[src/cmf_defines.vh]
/*
 Register offsets, field positions, reset values and codes of the CAN
 mode and FIFO control block.
 Assumes a classic Wishbone slave with 32-bit aligned word registers.
*/
`ifndef CMF_DEFINES_VH
`define CMF_DEFINES_VH

// ----------------------------------------
// Register byte offsets
// ----------------------------------------
`define CMF_OFF_CTRL1 6'h00
`define CMF_OFF_CTRL2 6'h04
`define CMF_OFF_IRQ_CAUSE_CODE 6'h08
`define CMF_OFF_FCTRL 6'h0C
`define CMF_OFF_FSTAT 6'h10
`define CMF_OFF_INTF 6'h14
`define CMF_OFF_EVENT 6'h18

// ----------------------------------------
// Control one field positions
// ----------------------------------------
`define CMF_BIT_HALT 13
`define CMF_BIT_ABORT 12
`define CMF_BIT_CKS 11
`define CMF_REQ_HI 10
`define CMF_REQ_LO 8
`define CMF_CUR_HI 7
`define CMF_CUR_LO 5
`define CMF_BIT_CAP 3
`define CMF_BIT_WIN 0

// ----------------------------------------
// Modes
// ----------------------------------------
`define CMF_MODE_NORMAL 3'h0
`define CMF_MODE_DISABLE 3'h1
`define CMF_MODE_LOOP 3'h2
`define CMF_MODE_LISTEN 3'h3
`define CMF_MODE_CONFIG 3'h4
`define CMF_MODE_RSV5 3'h5
`define CMF_MODE_RSV6 3'h6
`define CMF_MODE_ALL 3'h7

// ----------------------------------------
// Cause codes and limits
// ----------------------------------------
`define CMF_IC_NONE 7'h40
`define CMF_IC_ERR 7'h41
`define CMF_IC_WAKE 7'h42
`define CMF_IC_OVF 7'h43
`define CMF_IC_FIFO 7'h44
`define CMF_DATA_MATCH_BIT_COUNT_MAX 5'h11
`define CMF_FILT_MAX 5'h0F
`define CMF_DMA_BUFFER_COUNT_RSV 3'h7
`define CMF_IDLE_BITS 4'hB
`define CMF_BIT_RATE_HZ 500000
`define CMF_CLK_HZ 25000000
`define CMF_BIT_CYCLES (`CMF_CLK_HZ / `CMF_BIT_RATE_HZ)

`endif

[src/cmf_mode_fifo.v]
/*
 CAN mode request/acknowledge, abort, options, cause code and FIFO
 pointers, with a classic Wishbone register slave.
 Assumes the protocol engine feeds events and status
 synchronously on clk_i; can_rx_i is asynchronous and is synchronised.
*/
// Our own choices: the register addresses and the Wishbone register port.
// How it works
// - Software writes a 3-bit mode request; six codes defined, two reserved.
// - Read-only current-mode field shows the mode actually entered, same coding.
// - Mode changes only after bus idle, eleven recessive bits in a row.
// - Request and current mode both reset to configuration, code 100.
// - Halt-in-idle bit stops the module while the device sits in Idle.
// - Abort-all bit aborts every pending transmit; hardware clears it after.
// - Clock-select bit picks module clock twice or equal to peripheral clock.
// - Receive-capture enable gives a capture pulse per received message.
// - Window-select bit chooses filter window when one, buffer window when zero.
// - Five-bit data match count; codes above 10001 are invalid.
// - Read-only matched filter index, 0 to 15; higher codes reserved.
// - Cause code 1000000 means none; error, wake, overflow, FIFO follow.
// - Buffer interrupts report the low three bits of the buffer number as cause code: transmit 0 to 7, receive 8 to 15.
// - Three-bit DMA buffer count, codes 0 to 6 valid, 7 reserved.
// - Five-bit field names the buffer where the receive FIFO begins.
// - Read-only six-bit next-read pointer names next FIFO buffer to read.
// - Interrupt flags clear by writing zero; writing one does nothing.
// - Error flag raised by bus-off, passive or warning status sources.
`timescale 1ns/1ns
`include "cmf_defines.vh"

module cmf_mode_fifo #(
	parameter BIT_CYCLES = `CMF_BIT_CYCLES,
	parameter FIFO_TOP = 31
) (
	input wire clk_i,
	input wire rst_i,
	input wire wb_cyc_i,
	input wire wb_stb_i,
	input wire wb_we_i,
	input wire [5:0] wb_adr_i,
	input wire [3:0] wb_sel_i,
	input wire [31:0] wb_dat_i,
	output reg [31:0] wb_dat_o,
	output reg wb_ack_o,
	input wire can_rx_i,
	input wire device_idle_i,
	input wire msg_rx_i,
	input wire [4:0] filter_hit_i,
	input wire [3:0] rx_buf_i,
	input wire rx_buf_irq_i,
	input wire [3:0] tx_buf_i,
	input wire tx_buf_irq_i,
	input wire wake_i,
	input wire rx_ovf_i,
	input wire fifo_almost_i,
	input wire [5:0] err_state_i,
	input wire tx_pending_i,
	input wire fifo_read_i,
	output reg [2:0] current_op_field_o,
	output reg module_run_o,
	output reg abort_all_tx_o,
	output reg module_clk_select_o,
	output reg rx_capture_o,
	output reg map_window_select_o,
	output reg [4:0] data_match_bit_count_o,
	output reg [2:0] dma_buffer_count_o
);

// ----------------------------------------
// Registers and synchroniser
// ----------------------------------------
reg rx_meta;
reg rx_sync;
reg halt_in_idle;
reg abort_all_tx;
reg [2:0] requested_op_field;
reg [2:0] current_op_field;
reg [4:0] data_match_bit_count;
reg [4:0] matched_filter_index;
reg [6:0] irq_cause_code;
reg [2:0] dma_buffer_count;
reg [4:0] fifo_start_buffer;
wire [5:0] fifo_write_ptr;
wire [5:0] fifo_read_ptr;
reg [15:0] bit_cnt;
reg [3:0] idle_bits;
reg [4:0] irq_flags;
reg [5:0] err_prev;
reg [31:0] next_rdata;
reg [4:0] next_flags;
reg cap_en;

wire wr = wb_cyc_i & wb_stb_i & wb_we_i & ~wb_ack_o;
wire rd = wb_cyc_i & wb_stb_i & ~wb_we_i & ~wb_ack_o;
wire lo_en = wb_sel_i[0];
wire hi_en = wb_sel_i[1];
wire wr_ctrl1 = wr & (wb_adr_i == `CMF_OFF_CTRL1);
wire wr_ctrl2 = wr & (wb_adr_i == `CMF_OFF_CTRL2);
wire wr_fctrl = wr & (wb_adr_i == `CMF_OFF_FCTRL);
wire wr_intf = wr & (wb_adr_i == `CMF_OFF_INTF) & lo_en;
wire bus_idle = (idle_bits == `CMF_IDLE_BITS);
wire req_ok = (requested_op_field != `CMF_MODE_RSV5) &&
	(requested_op_field != `CMF_MODE_RSV6);
wire running = ~(halt_in_idle & device_idle_i);
wire err_rise = |(err_state_i & ~err_prev);
wire [4:0] ptr_top = (fifo_start_buffer > FIFO_TOP[4:0]) ?
	fifo_start_buffer : FIFO_TOP[4:0];

// ----------------------------------------
// Bus line sync and idle detector
// ----------------------------------------
always @(posedge clk_i) begin
	if (rst_i) begin
		// Starts recessive so reset does not look like a dominant bit
		rx_meta <= 1'b1;
		rx_sync <= 1'b1;
		bit_cnt <= 16'h0000;
		idle_bits <= 4'h0;
	end else begin
		rx_meta <= can_rx_i;
		rx_sync <= rx_meta;
		if (!rx_sync) begin
			bit_cnt <= 16'h0000;
			idle_bits <= 4'h0;
		end else if (bit_cnt == BIT_CYCLES[15:0] - 16'h0001) begin
			bit_cnt <= 16'h0000;
			// Saturates at eleven; stays idle until a dominant bit
			if (!bus_idle)
				idle_bits <= idle_bits + 4'h1;
		end else begin
			bit_cnt <= bit_cnt + 16'h0001;
		end
	end
end

// ----------------------------------------
// Control registers and mode switch
// ----------------------------------------
always @(posedge clk_i) begin
	if (rst_i) begin
		halt_in_idle <= 1'b0;
		abort_all_tx <= 1'b0;
		module_clk_select_o <= 1'b0;
		requested_op_field <= `CMF_MODE_CONFIG;
		current_op_field <= `CMF_MODE_CONFIG;
		map_window_select_o <= 1'b0;
		data_match_bit_count <= 5'h00;
		dma_buffer_count <= 3'h0;
		fifo_start_buffer <= 5'h00;
	end else begin
		if (wr_ctrl1 & hi_en) begin
			halt_in_idle <= wb_dat_i[`CMF_BIT_HALT];
			module_clk_select_o <= wb_dat_i[`CMF_BIT_CKS];
			requested_op_field <= wb_dat_i[`CMF_REQ_HI:`CMF_REQ_LO];
		end
		if (wr_ctrl1 & lo_en)
			map_window_select_o <= wb_dat_i[`CMF_BIT_WIN];
		// A software set wins; hardware clears it only once nothing is pending
		if (wr_ctrl1 & hi_en & wb_dat_i[`CMF_BIT_ABORT])
			abort_all_tx <= 1'b1;
		else if (abort_all_tx & ~tx_pending_i)
			abort_all_tx <= 1'b0;
		// Reserved requests are stored but never entered
		if (bus_idle & req_ok & running)
			current_op_field <= requested_op_field;
		// Invalid match counts and reserved DMA codes are dropped
		if (wr_ctrl2 & lo_en & (wb_dat_i[4:0] <= `CMF_DATA_MATCH_BIT_COUNT_MAX))
			data_match_bit_count <= wb_dat_i[4:0];
		if (wr_fctrl & hi_en & (wb_dat_i[15:13] != `CMF_DMA_BUFFER_COUNT_RSV))
			dma_buffer_count <= wb_dat_i[15:13];
		if (wr_fctrl & lo_en)
			fifo_start_buffer <= wb_dat_i[4:0];
	end
end

// ----------------------------------------
// Capture, cause code, filter hit, flags
// ----------------------------------------
always @* begin
	next_flags = irq_flags;
	if (wr_intf)
		next_flags = irq_flags & wb_dat_i[4:0];
	// Sets come after the clear, so an event in the same cycle wins
	if (err_rise)
		next_flags[0] = 1'b1;
	if (wake_i)
		next_flags[1] = 1'b1;
	if (rx_ovf_i)
		next_flags[2] = 1'b1;
	if (fifo_almost_i)
		next_flags[3] = 1'b1;
	if (rx_buf_irq_i | tx_buf_irq_i)
		next_flags[4] = 1'b1;
end

always @(posedge clk_i) begin
	if (rst_i) begin
		abort_all_tx_o <= 1'b0;
		module_run_o <= 1'b1;
		irq_flags <= 5'h00;
		err_prev <= 6'h00;
		irq_cause_code <= `CMF_IC_NONE;
		matched_filter_index <= 5'h00;
		rx_capture_o <= 1'b0;
	end else begin
		abort_all_tx_o <= abort_all_tx;
		module_run_o <= running;
		err_prev <= err_state_i;
		irq_flags <= next_flags;
		rx_capture_o <= msg_rx_i & cap_en;
		if (msg_rx_i & (filter_hit_i <= `CMF_FILT_MAX))
			matched_filter_index <= filter_hit_i;
		// Fixed priority; buffer codes keep their group bit
		if (next_flags[0])
			irq_cause_code <= `CMF_IC_ERR;
		else if (next_flags[1])
			irq_cause_code <= `CMF_IC_WAKE;
		else if (next_flags[2])
			irq_cause_code <= `CMF_IC_OVF;
		else if (next_flags[3])
			irq_cause_code <= `CMF_IC_FIFO;
		else if (next_flags[4] & tx_buf_irq_i)
			irq_cause_code <= {4'h0, tx_buf_i[2:0]};
		else if (next_flags[4] & rx_buf_irq_i)
			irq_cause_code <= {3'h0, 1'b1, rx_buf_i[2:0]};
		else if (!next_flags[4])
			irq_cause_code <= `CMF_IC_NONE;
	end
end

always @(posedge clk_i) begin
	if (rst_i)
		cap_en <= 1'b0;
	else if (wr_ctrl1 & lo_en)
		cap_en <= wb_dat_i[`CMF_BIT_CAP];
end

// ----------------------------------------
// FIFO pointers
// ----------------------------------------
cmf_fifo_ptr i_write_ptr (
	.clk_i(clk_i),
	.rst_i(rst_i),
	.load_i(wr_fctrl & lo_en),
	.start_i(wb_dat_i[4:0]),
	.top_i(ptr_top),
	.step_i(msg_rx_i & running),
	.ptr_o(fifo_write_ptr)
);

cmf_fifo_ptr i_read_ptr (
	.clk_i(clk_i),
	.rst_i(rst_i),
	.load_i(wr_fctrl & lo_en),
	.start_i(wb_dat_i[4:0]),
	.top_i(ptr_top),
	.step_i(fifo_read_i),
	.ptr_o(fifo_read_ptr)
);

// ----------------------------------------
// Wishbone read mux and outputs
// ----------------------------------------
always @* begin
	next_rdata = 32'h00000000;
	case (wb_adr_i)
	`CMF_OFF_CTRL1: begin
		next_rdata[`CMF_BIT_HALT] = halt_in_idle;
		next_rdata[`CMF_BIT_ABORT] = abort_all_tx;
		next_rdata[`CMF_BIT_CKS] = module_clk_select_o;
		next_rdata[`CMF_REQ_HI:`CMF_REQ_LO] = requested_op_field;
		next_rdata[`CMF_CUR_HI:`CMF_CUR_LO] = current_op_field;
		next_rdata[`CMF_BIT_CAP] = cap_en;
		next_rdata[`CMF_BIT_WIN] = map_window_select_o;
	end
	`CMF_OFF_CTRL2: next_rdata[4:0] = data_match_bit_count;
	`CMF_OFF_IRQ_CAUSE_CODE: begin
		next_rdata[12:8] = matched_filter_index;
		next_rdata[6:0] = irq_cause_code;
	end
	`CMF_OFF_FCTRL: begin
		next_rdata[15:13] = dma_buffer_count;
		next_rdata[4:0] = fifo_start_buffer;
	end
	`CMF_OFF_FSTAT: begin
		next_rdata[13:8] = fifo_write_ptr;
		next_rdata[5:0] = fifo_read_ptr;
	end
	`CMF_OFF_INTF: begin
		next_rdata[13:8] = err_state_i;
		next_rdata[4:0] = irq_flags;
	end
	// Unmapped offsets read zero
	default: next_rdata = 32'h00000000;
	endcase
end

always @(posedge clk_i) begin
	if (rst_i) begin
		wb_ack_o <= 1'b0;
		wb_dat_o <= 32'h00000000;
		current_op_field_o <= `CMF_MODE_CONFIG;
		data_match_bit_count_o <= 5'h00;
		dma_buffer_count_o <= 3'h0;
	end else begin
		// Every access is acked, so a stray address cannot hang the bus
		wb_ack_o <= wb_cyc_i & wb_stb_i & ~wb_ack_o;
		if (rd)
			wb_dat_o <= next_rdata;
		current_op_field_o <= current_op_field;
		data_match_bit_count_o <= data_match_bit_count;
		dma_buffer_count_o <= dma_buffer_count;
	end
end

endmodule

// ----------------------------------------
// FIFO pointer with wrap
// ----------------------------------------
module cmf_fifo_ptr (
	input wire clk_i,
	input wire rst_i,
	input wire load_i,
	input wire [4:0] start_i,
	input wire [4:0] top_i,
	input wire step_i,
	output reg [5:0] ptr_o
);

// Wrap back to the start buffer past the last RAM buffer
always @(posedge clk_i) begin
	if (rst_i)
		ptr_o <= 6'h00;
	else if (load_i)
		ptr_o <= {1'b0, start_i};
	else if (step_i)
		ptr_o <= (ptr_o[4:0] >= top_i) ? {1'b0, start_i} :
			ptr_o + 6'h01;
end

endmodule

[config.mk]
export PLATFORM = sky130hd
export DESIGN_NAME = cmf_mode_fifo
export DESIGN_NICKNAME = d
export VERILOG_FILES = /design/src/cmf_mode_fifo.v
export VERILOG_INCLUDE_DIRS = /design/src
export SDC_FILE = /design/constraint.sdc
export NUM_CORES = 1
export LEC_CHECK = 0
export BUFFER_PORTS_ARGS = -buffer_cell sky130_fd_sc_hd__buf_2
export CAP_MARGIN = 25
export CORE_MARGIN = 3
export CORE_UTILIZATION = 35
export CTS_BUF_LIST = sky130_fd_sc_hd__clkbuf_4
export DETAILED_ROUTE_END_ITERATION = 8
export GPL_ROUTABILITY_DRIVEN = 0
export GPL_TIMING_DRIVEN = 0
export RECOVER_POWER = 100
export SYNTH_ARGS = -nofsm -noshare
export SYNTH_HDL_FRONTEND = slang
export SYNTH_SLANG_ARGS = --single-unit
[constraint.sdc]
create_clock -name clk_i -period 1.8 [get_ports clk_i]
set_input_delay 0.09 -clock clk_i [delete_from_list [all_inputs] [get_ports clk_i]]
set_output_delay 0.09 -clock clk_i [all_outputs]
set_load 0.005 [all_outputs]
* Word level (Yosys, flattened, before mapping)
Cells that the tools add are included.
Operators by class: bitwise logic cells 38, $add $sub $neg 4, mux-type cells 32, order comparisons 5, reduce and logical (&&, ||, !) cells 14, equality and inequality tests 15
Operator list (number):
- $mux W5 | 6
- $and A1 B1 Y1 | 28
- $mux W7 | 3
- $pmux W5 S4 | 1
- $add A16 B1 Y16 const B | 1
- $eq A16 B6 Y1 const B | 1
- $add A6 B1 Y6 const B | 2
- $eq A6 B4 Y1 const B | 2
- $eq A6 B5 Y1 const B | 2
- $mux W6 | 2
- $pmux W1 S6 | 2
- $reduce_or A6 Y1 | 2
- $ge A5 B5 Y1 | 2
- $pmux W2 S5 | 1
- $mux W1 | 9
- $ne A3 B3 Y1 const B | 3
- $pmux W1 S4 | 2
- $ne A7 B5 Y1 const B | 1
- $and A6 B6 Y6 | 1
- $eq A6 B3 Y1 const B | 1
- $logic_not A6 Y1 | 1
- $mux W2 | 3
- $ne A6 B4 Y1 const B | 1
- $not A1 Y1 | 6
- other kinds (20) | 25
Storage, ports and cells: input port bits 76, register bits 110

* Depth between registers and ports, before layout
word-level depth 14, depth in mapped cells 8

* Modules after synthesis
Synthesis repeated with hierarchy kept, for this count alone.
Second synthesis, totals: cell total of the unflattened synthesis 580, area total of the unflattened synthesis 5173.7 um^2
By module, submodules not included:
- cmf_mode_fifo | cells an instance 462, times used 1, area each 4270.3 um^2
- cmf_fifo_ptr | cells an instance 59, times used 2, area each 451.7 um^2

* Worst setup path after synthesis
No wires, ideal clock.
path type register to register, from register i_write_ptr.ptr_o[0], to register i_write_ptr.ptr_o[5], arrival 1.844 ns, buffers on the path 0, stages on the path, launching flop included 8, library setup time 0.086 ns, period minus slack after synthesis 1.929 ns, required time 1.714 ns, setup slack -0.129 ns, cells stage by stage dfxtp_1 > inv_1 > ha_1 > nand2b_1 > a211oi_2 > nor2_1 > or4b_1 > a211oi_1
Between the ends: word-level cells in the longest chain between the ends 2
Ends and longest elaborated chain:
- start: declaration | RTL line cmf_mode_fifo.v:327 | output reg [5:0] ptr_o
- start signal: assignment | RTL line cmf_mode_fifo.v:335 | ptr_o <= {1'b0, start_i};
- start signal: assignment | RTL line cmf_mode_fifo.v:337 | ptr_o <= (ptr_o[4:0] >= top_i) ? {1'b0, start_i} :
- $add A6 B1 Y6 / $ge A5 B5 Y1 (equally long branches) | RTL line cmf_mode_fifo.v:338, cmf_mode_fifo.v:337
- $mux W6 (*) | RTL line cmf_mode_fifo.v:337
Mark *: on every way between the ends. The rest lies on a longest branch, timed or not. A chain may end at the register's enable or synchronous reset.

* Worst setup path in the final report
from register i_read_ptr.ptr_o[0], to register i_read_ptr.ptr_o[3]
Between the ends: word-level cells in the longest chain between the ends 4
Ends and longest elaborated chain:
- start: declaration | RTL line cmf_mode_fifo.v:327
- start signal: assignment | RTL line cmf_mode_fifo.v:335
- start signal: assignment | RTL line cmf_mode_fifo.v:337
- $add A6 B1 Y6 / $ge A5 B5 Y1 (equally long branches) | RTL line cmf_mode_fifo.v:338, cmf_mode_fifo.v:337
- $mux W6 (*) | RTL line cmf_mode_fifo.v:337
- $mux W5 (*) | RTL line cmf_mode_fifo.v:336 | else if (step_i)
- $mux W5 (*) | RTL line cmf_mode_fifo.v:334 | else if (load_i)
Mark *: on every way between the ends. The rest lies on a longest branch, timed or not. The select of a mux whose other input is x is not followed.

==> flow_metrics.tcl <==
set metrics [dict create \
    switching_share 0.285 \
    post_dp_cell_area_um2 6010 \
    grt_remaining_overflow 0 \
    critPathMaxStageDelay_ns 0.38 \
    clkLatencyLatePin_ns 0.51 \
    ys_warn_count 0 \
    grt_pass1_wl_um 24800 \
    cts_buffers 9 \
    highest_layer "met4" \
    power.switching_uw 1290 \
    met1_length_um 7160 \
    grt_max_degree 20 \
    violations "setup timing" \
    dr_wl_met2_um 7540 \
    routedWlPerCell_um 16.9 \
    crit_chain "inv_2, ha_4, nand2b_4, a21o_1, a211oi_4, buf_6, mux2i_1, o32ai_1" \
    power_uw 4530 \
    yosys_most_used_dff "dfxtp_1" \
    min_from "rx_buf_i[1]" \
    startpoint "i_read_ptr.ptr_o[0]" \
    worst_pin_slew_ns 0.709 \
    min_period_ns 1.88 \
    cts-root-buf "clkbuf_4" \
    pwr-share-seq 0.561 \
    dp_slack_ns -0.254 \
    syn_area_um2 5270 \
    worst_ep_arrival_time_ns 2.31 \
    dp_cells 892 \
    synth_top_cell_by_area "dfxtp_1" \
    die_h_um 129 \
    antenna_left 0 \
    core_area_um2 14600 \
    path_class "reg2reg" \
    clkSinkCount 110 \
    relSlewSlack 0.527 \
    hp-class "in2reg" \
    seqCellArea_um2 2210 \
    start_util 0.360 \
    wl_met3_um 1080 \
    clockPowerShare 0.296 \
    ys_types 64 \
    syn_inst 605 \
    dieArea_um2 16600 \
    finalNonFillerCells 959 \
    timing.final.hold_violations 0 \
    ys_async_sr_fraction 0 \
    drive_gt1_frac 0.206 \
    syn_avg_cell_area_um2 8.72 \
    p_leak_uw 0.00273 \
    cts_buffer_depth 2 \
    crit_path_end_kind "flop" \
    p_int_uw 3230 \
    final_util 0.462 \
    synth_area_leaders "dfxtp_1, mux2i_1, nor2_1, nand2_1, ha_1" \
    die_w_um 129 \
    via_per_inst 5.27 \
    skew_ns 0.0196 \
    port_buffers 83 \
    totalWireLength_um 16200 \
    final-setup-viol-count 4 \
    ctsHtreeMaxLevel 3 \
    slew_violations 0 \
    powerDensity_nw_per_um2 669 \
    num-fill-cells 1462 \
    num_antenna_cells 0 \
    fin_crit_sh 1.04 \
    status "complete, but fails checks" \
    firstDrtPassIters 5 \
    layout.nets 857 \
    synth_edf_count 0 \
    cp_data_required_time_ns 2.23 \
    drcViolationCount 0 \
    netlist.area_leader.share 0.418 \
    antenna_found_initial 0 \
    clkSlewWorstSetupHoldPaths_ns 0.18 \
    grt_usage 0.192 \
    fmax_ghz 0.532 \
    area_growth_pct 28.3 \
    timing.rr.start "i_read_ptr.ptr_o[0]" \
    peakVddDrop_mv 0.311 \
    start_kind "flop" \
    critical_path.top_delay_family "compound AO/OA/AOI/OAI gates" \
    worst_path_max_delay_cell "dfxtp_4" \
    maxCapViolations 0 \
    drt_iter0_drc 408 \
    crit_buf_inv 2 \
    multiInputGateArea_um2 2980 \
    cts_tree "yes" \
    dp_hpwl_um 11900 \
    ioPinCount 125 \
    vias 5058 \
    worstPathMaxFanout 3 \
    p_comb_frac 0.143 \
    ys_ff_latch 110 \
    rsz0062_at_grt "true" \
    seq_area_frac_synth 0.418 \
    fin_area_um2 6770 \
    fp-row-count 44 \
    grt_pass1_vias 4811 \
    layout_setup_ws_ns -0.0802 \
]
area by class of cell:
cell class              instances  area share
clock inverters                 7      0.0120
well taps                     184      0.0340
clock buffers                   9     0.00999
flip-flops and latches        110       0.327
repair buffers                136       0.131
plain buffers                  42      0.0366
inverters                      15     0.00832
multi-input cells             456       0.441
logic make-up after synthesis:
family,synth area share
flip-flops,0.418
XOR/XNOR,0.0266
AND/OR/NAND/NOR,0.256
adder cells (fa/ha/maj),0.0261
other,0.00142
multiplexers,0.0854
AO/OA/AOI/OAI,0.128
buffers and inverters,0.0588
repair_timing:
action	CTS	global route
setup endpoints to repair	32	32
setup buffers	7	7
hold buffers	39	0
gates resized for setup	21	17
hold endpoints to repair	48	0
pin swaps	9	8
power by group through the flow:
stage	Combinational, uW	Sequential, uW	Clock (uW)
after detailed placement	508	2590	0
after floorplan	312	2580	0
after global placement	496	2590	0
final	647	2540	1340
after global routing	709	2540	1460
after CTS	612	2540	1370
stage by stage:
| stage | TNS [ns] | hold WS, ns |
|---|---|---|
| finish | -0.205 | 0.0245 |
| global route | -1.19 | 0.0283 |
| CTS | -0.158 | 0.000756 |
| detailed placement | -4.05 | 0.287 |
| global placement | -2.13 | 0.290 |
| floorplan | 0 | 0.194 |
worst paths after layout:
path,endpoint,slack (ns),cells after the start
worst max-delay path,i_read_ptr.ptr_o[3],-0.08,8
worst min-delay path,irq_cause_code[1],0.02,5
worst max register to register,i_read_ptr.ptr_o[3],-0.08,8
worst min register to register,rx_sync,0.44,1
sequential cells by signal, summed over array words and instances (netlist names), 4 cells and up:
register                count
fifo_start_buffer           5
data_match_bit_count_o      5
bit_cnt                    16
idle_bits                   4
irq_flags                   5
matched_filter_index        5
i_write_ptr.ptr_o           6
i_read_ptr.ptr_o            6
irq_cause_code              5
wb_dat_o                   16
data_match_bit_count        5
err_prev                    6
cells in the mapped netlist, drive strengths merged (15+ instances only):
cell and number:
clkbuf 19, buf 25, inv 15, nor2b 23, nand3 15, nor2 90
a21oi 27, nand2 41, dfxtp 110, mux2i 45, nor3 20, o21ai 24
layout by cell type, fill, tap and decap left out, types with 6 or more instances in the layout:
cell,n
inv_1,13
nor3_1,19
o221ai_1,6
a211oi_1,6
xor2_1,8
o21ai_0,22
and3_1,12
o22ai_1,8
buf_2,66
or2_2,6
nand2b_1,7
mux2i_1,44
ha_1,9
xnor2_1,8
clkbuf_4,9
nor2_1,89
dfxtp_1,106
dlygate4sd3_1,39
nand2_1,41
conb_1,22
a21oi_1,27
clkbuf_1,37
nor2b_1,22
nand3_1,15
nand4_1,8
buf_4,28
metal layers:
layer,track usage,up-vias
li1,-,2432
met5,0,-
met4,0.0710,0
met3,0.0403,39
met1,0.253,2393
met2,0.309,194
worst register-to-register path: cells and delay by family, from the launching register on:
family	cells	cell delay, ns
AO/OA/AOI/OAI	3	0.80
adder cells (fa/ha/maj)	1	0.19
buffers and inverters	2	0.22
flip-flops	1	0.38
multiplexers	1	0.08
AND/OR/NAND/NOR	1	0.13
Power figures use the tool's default switching activity.
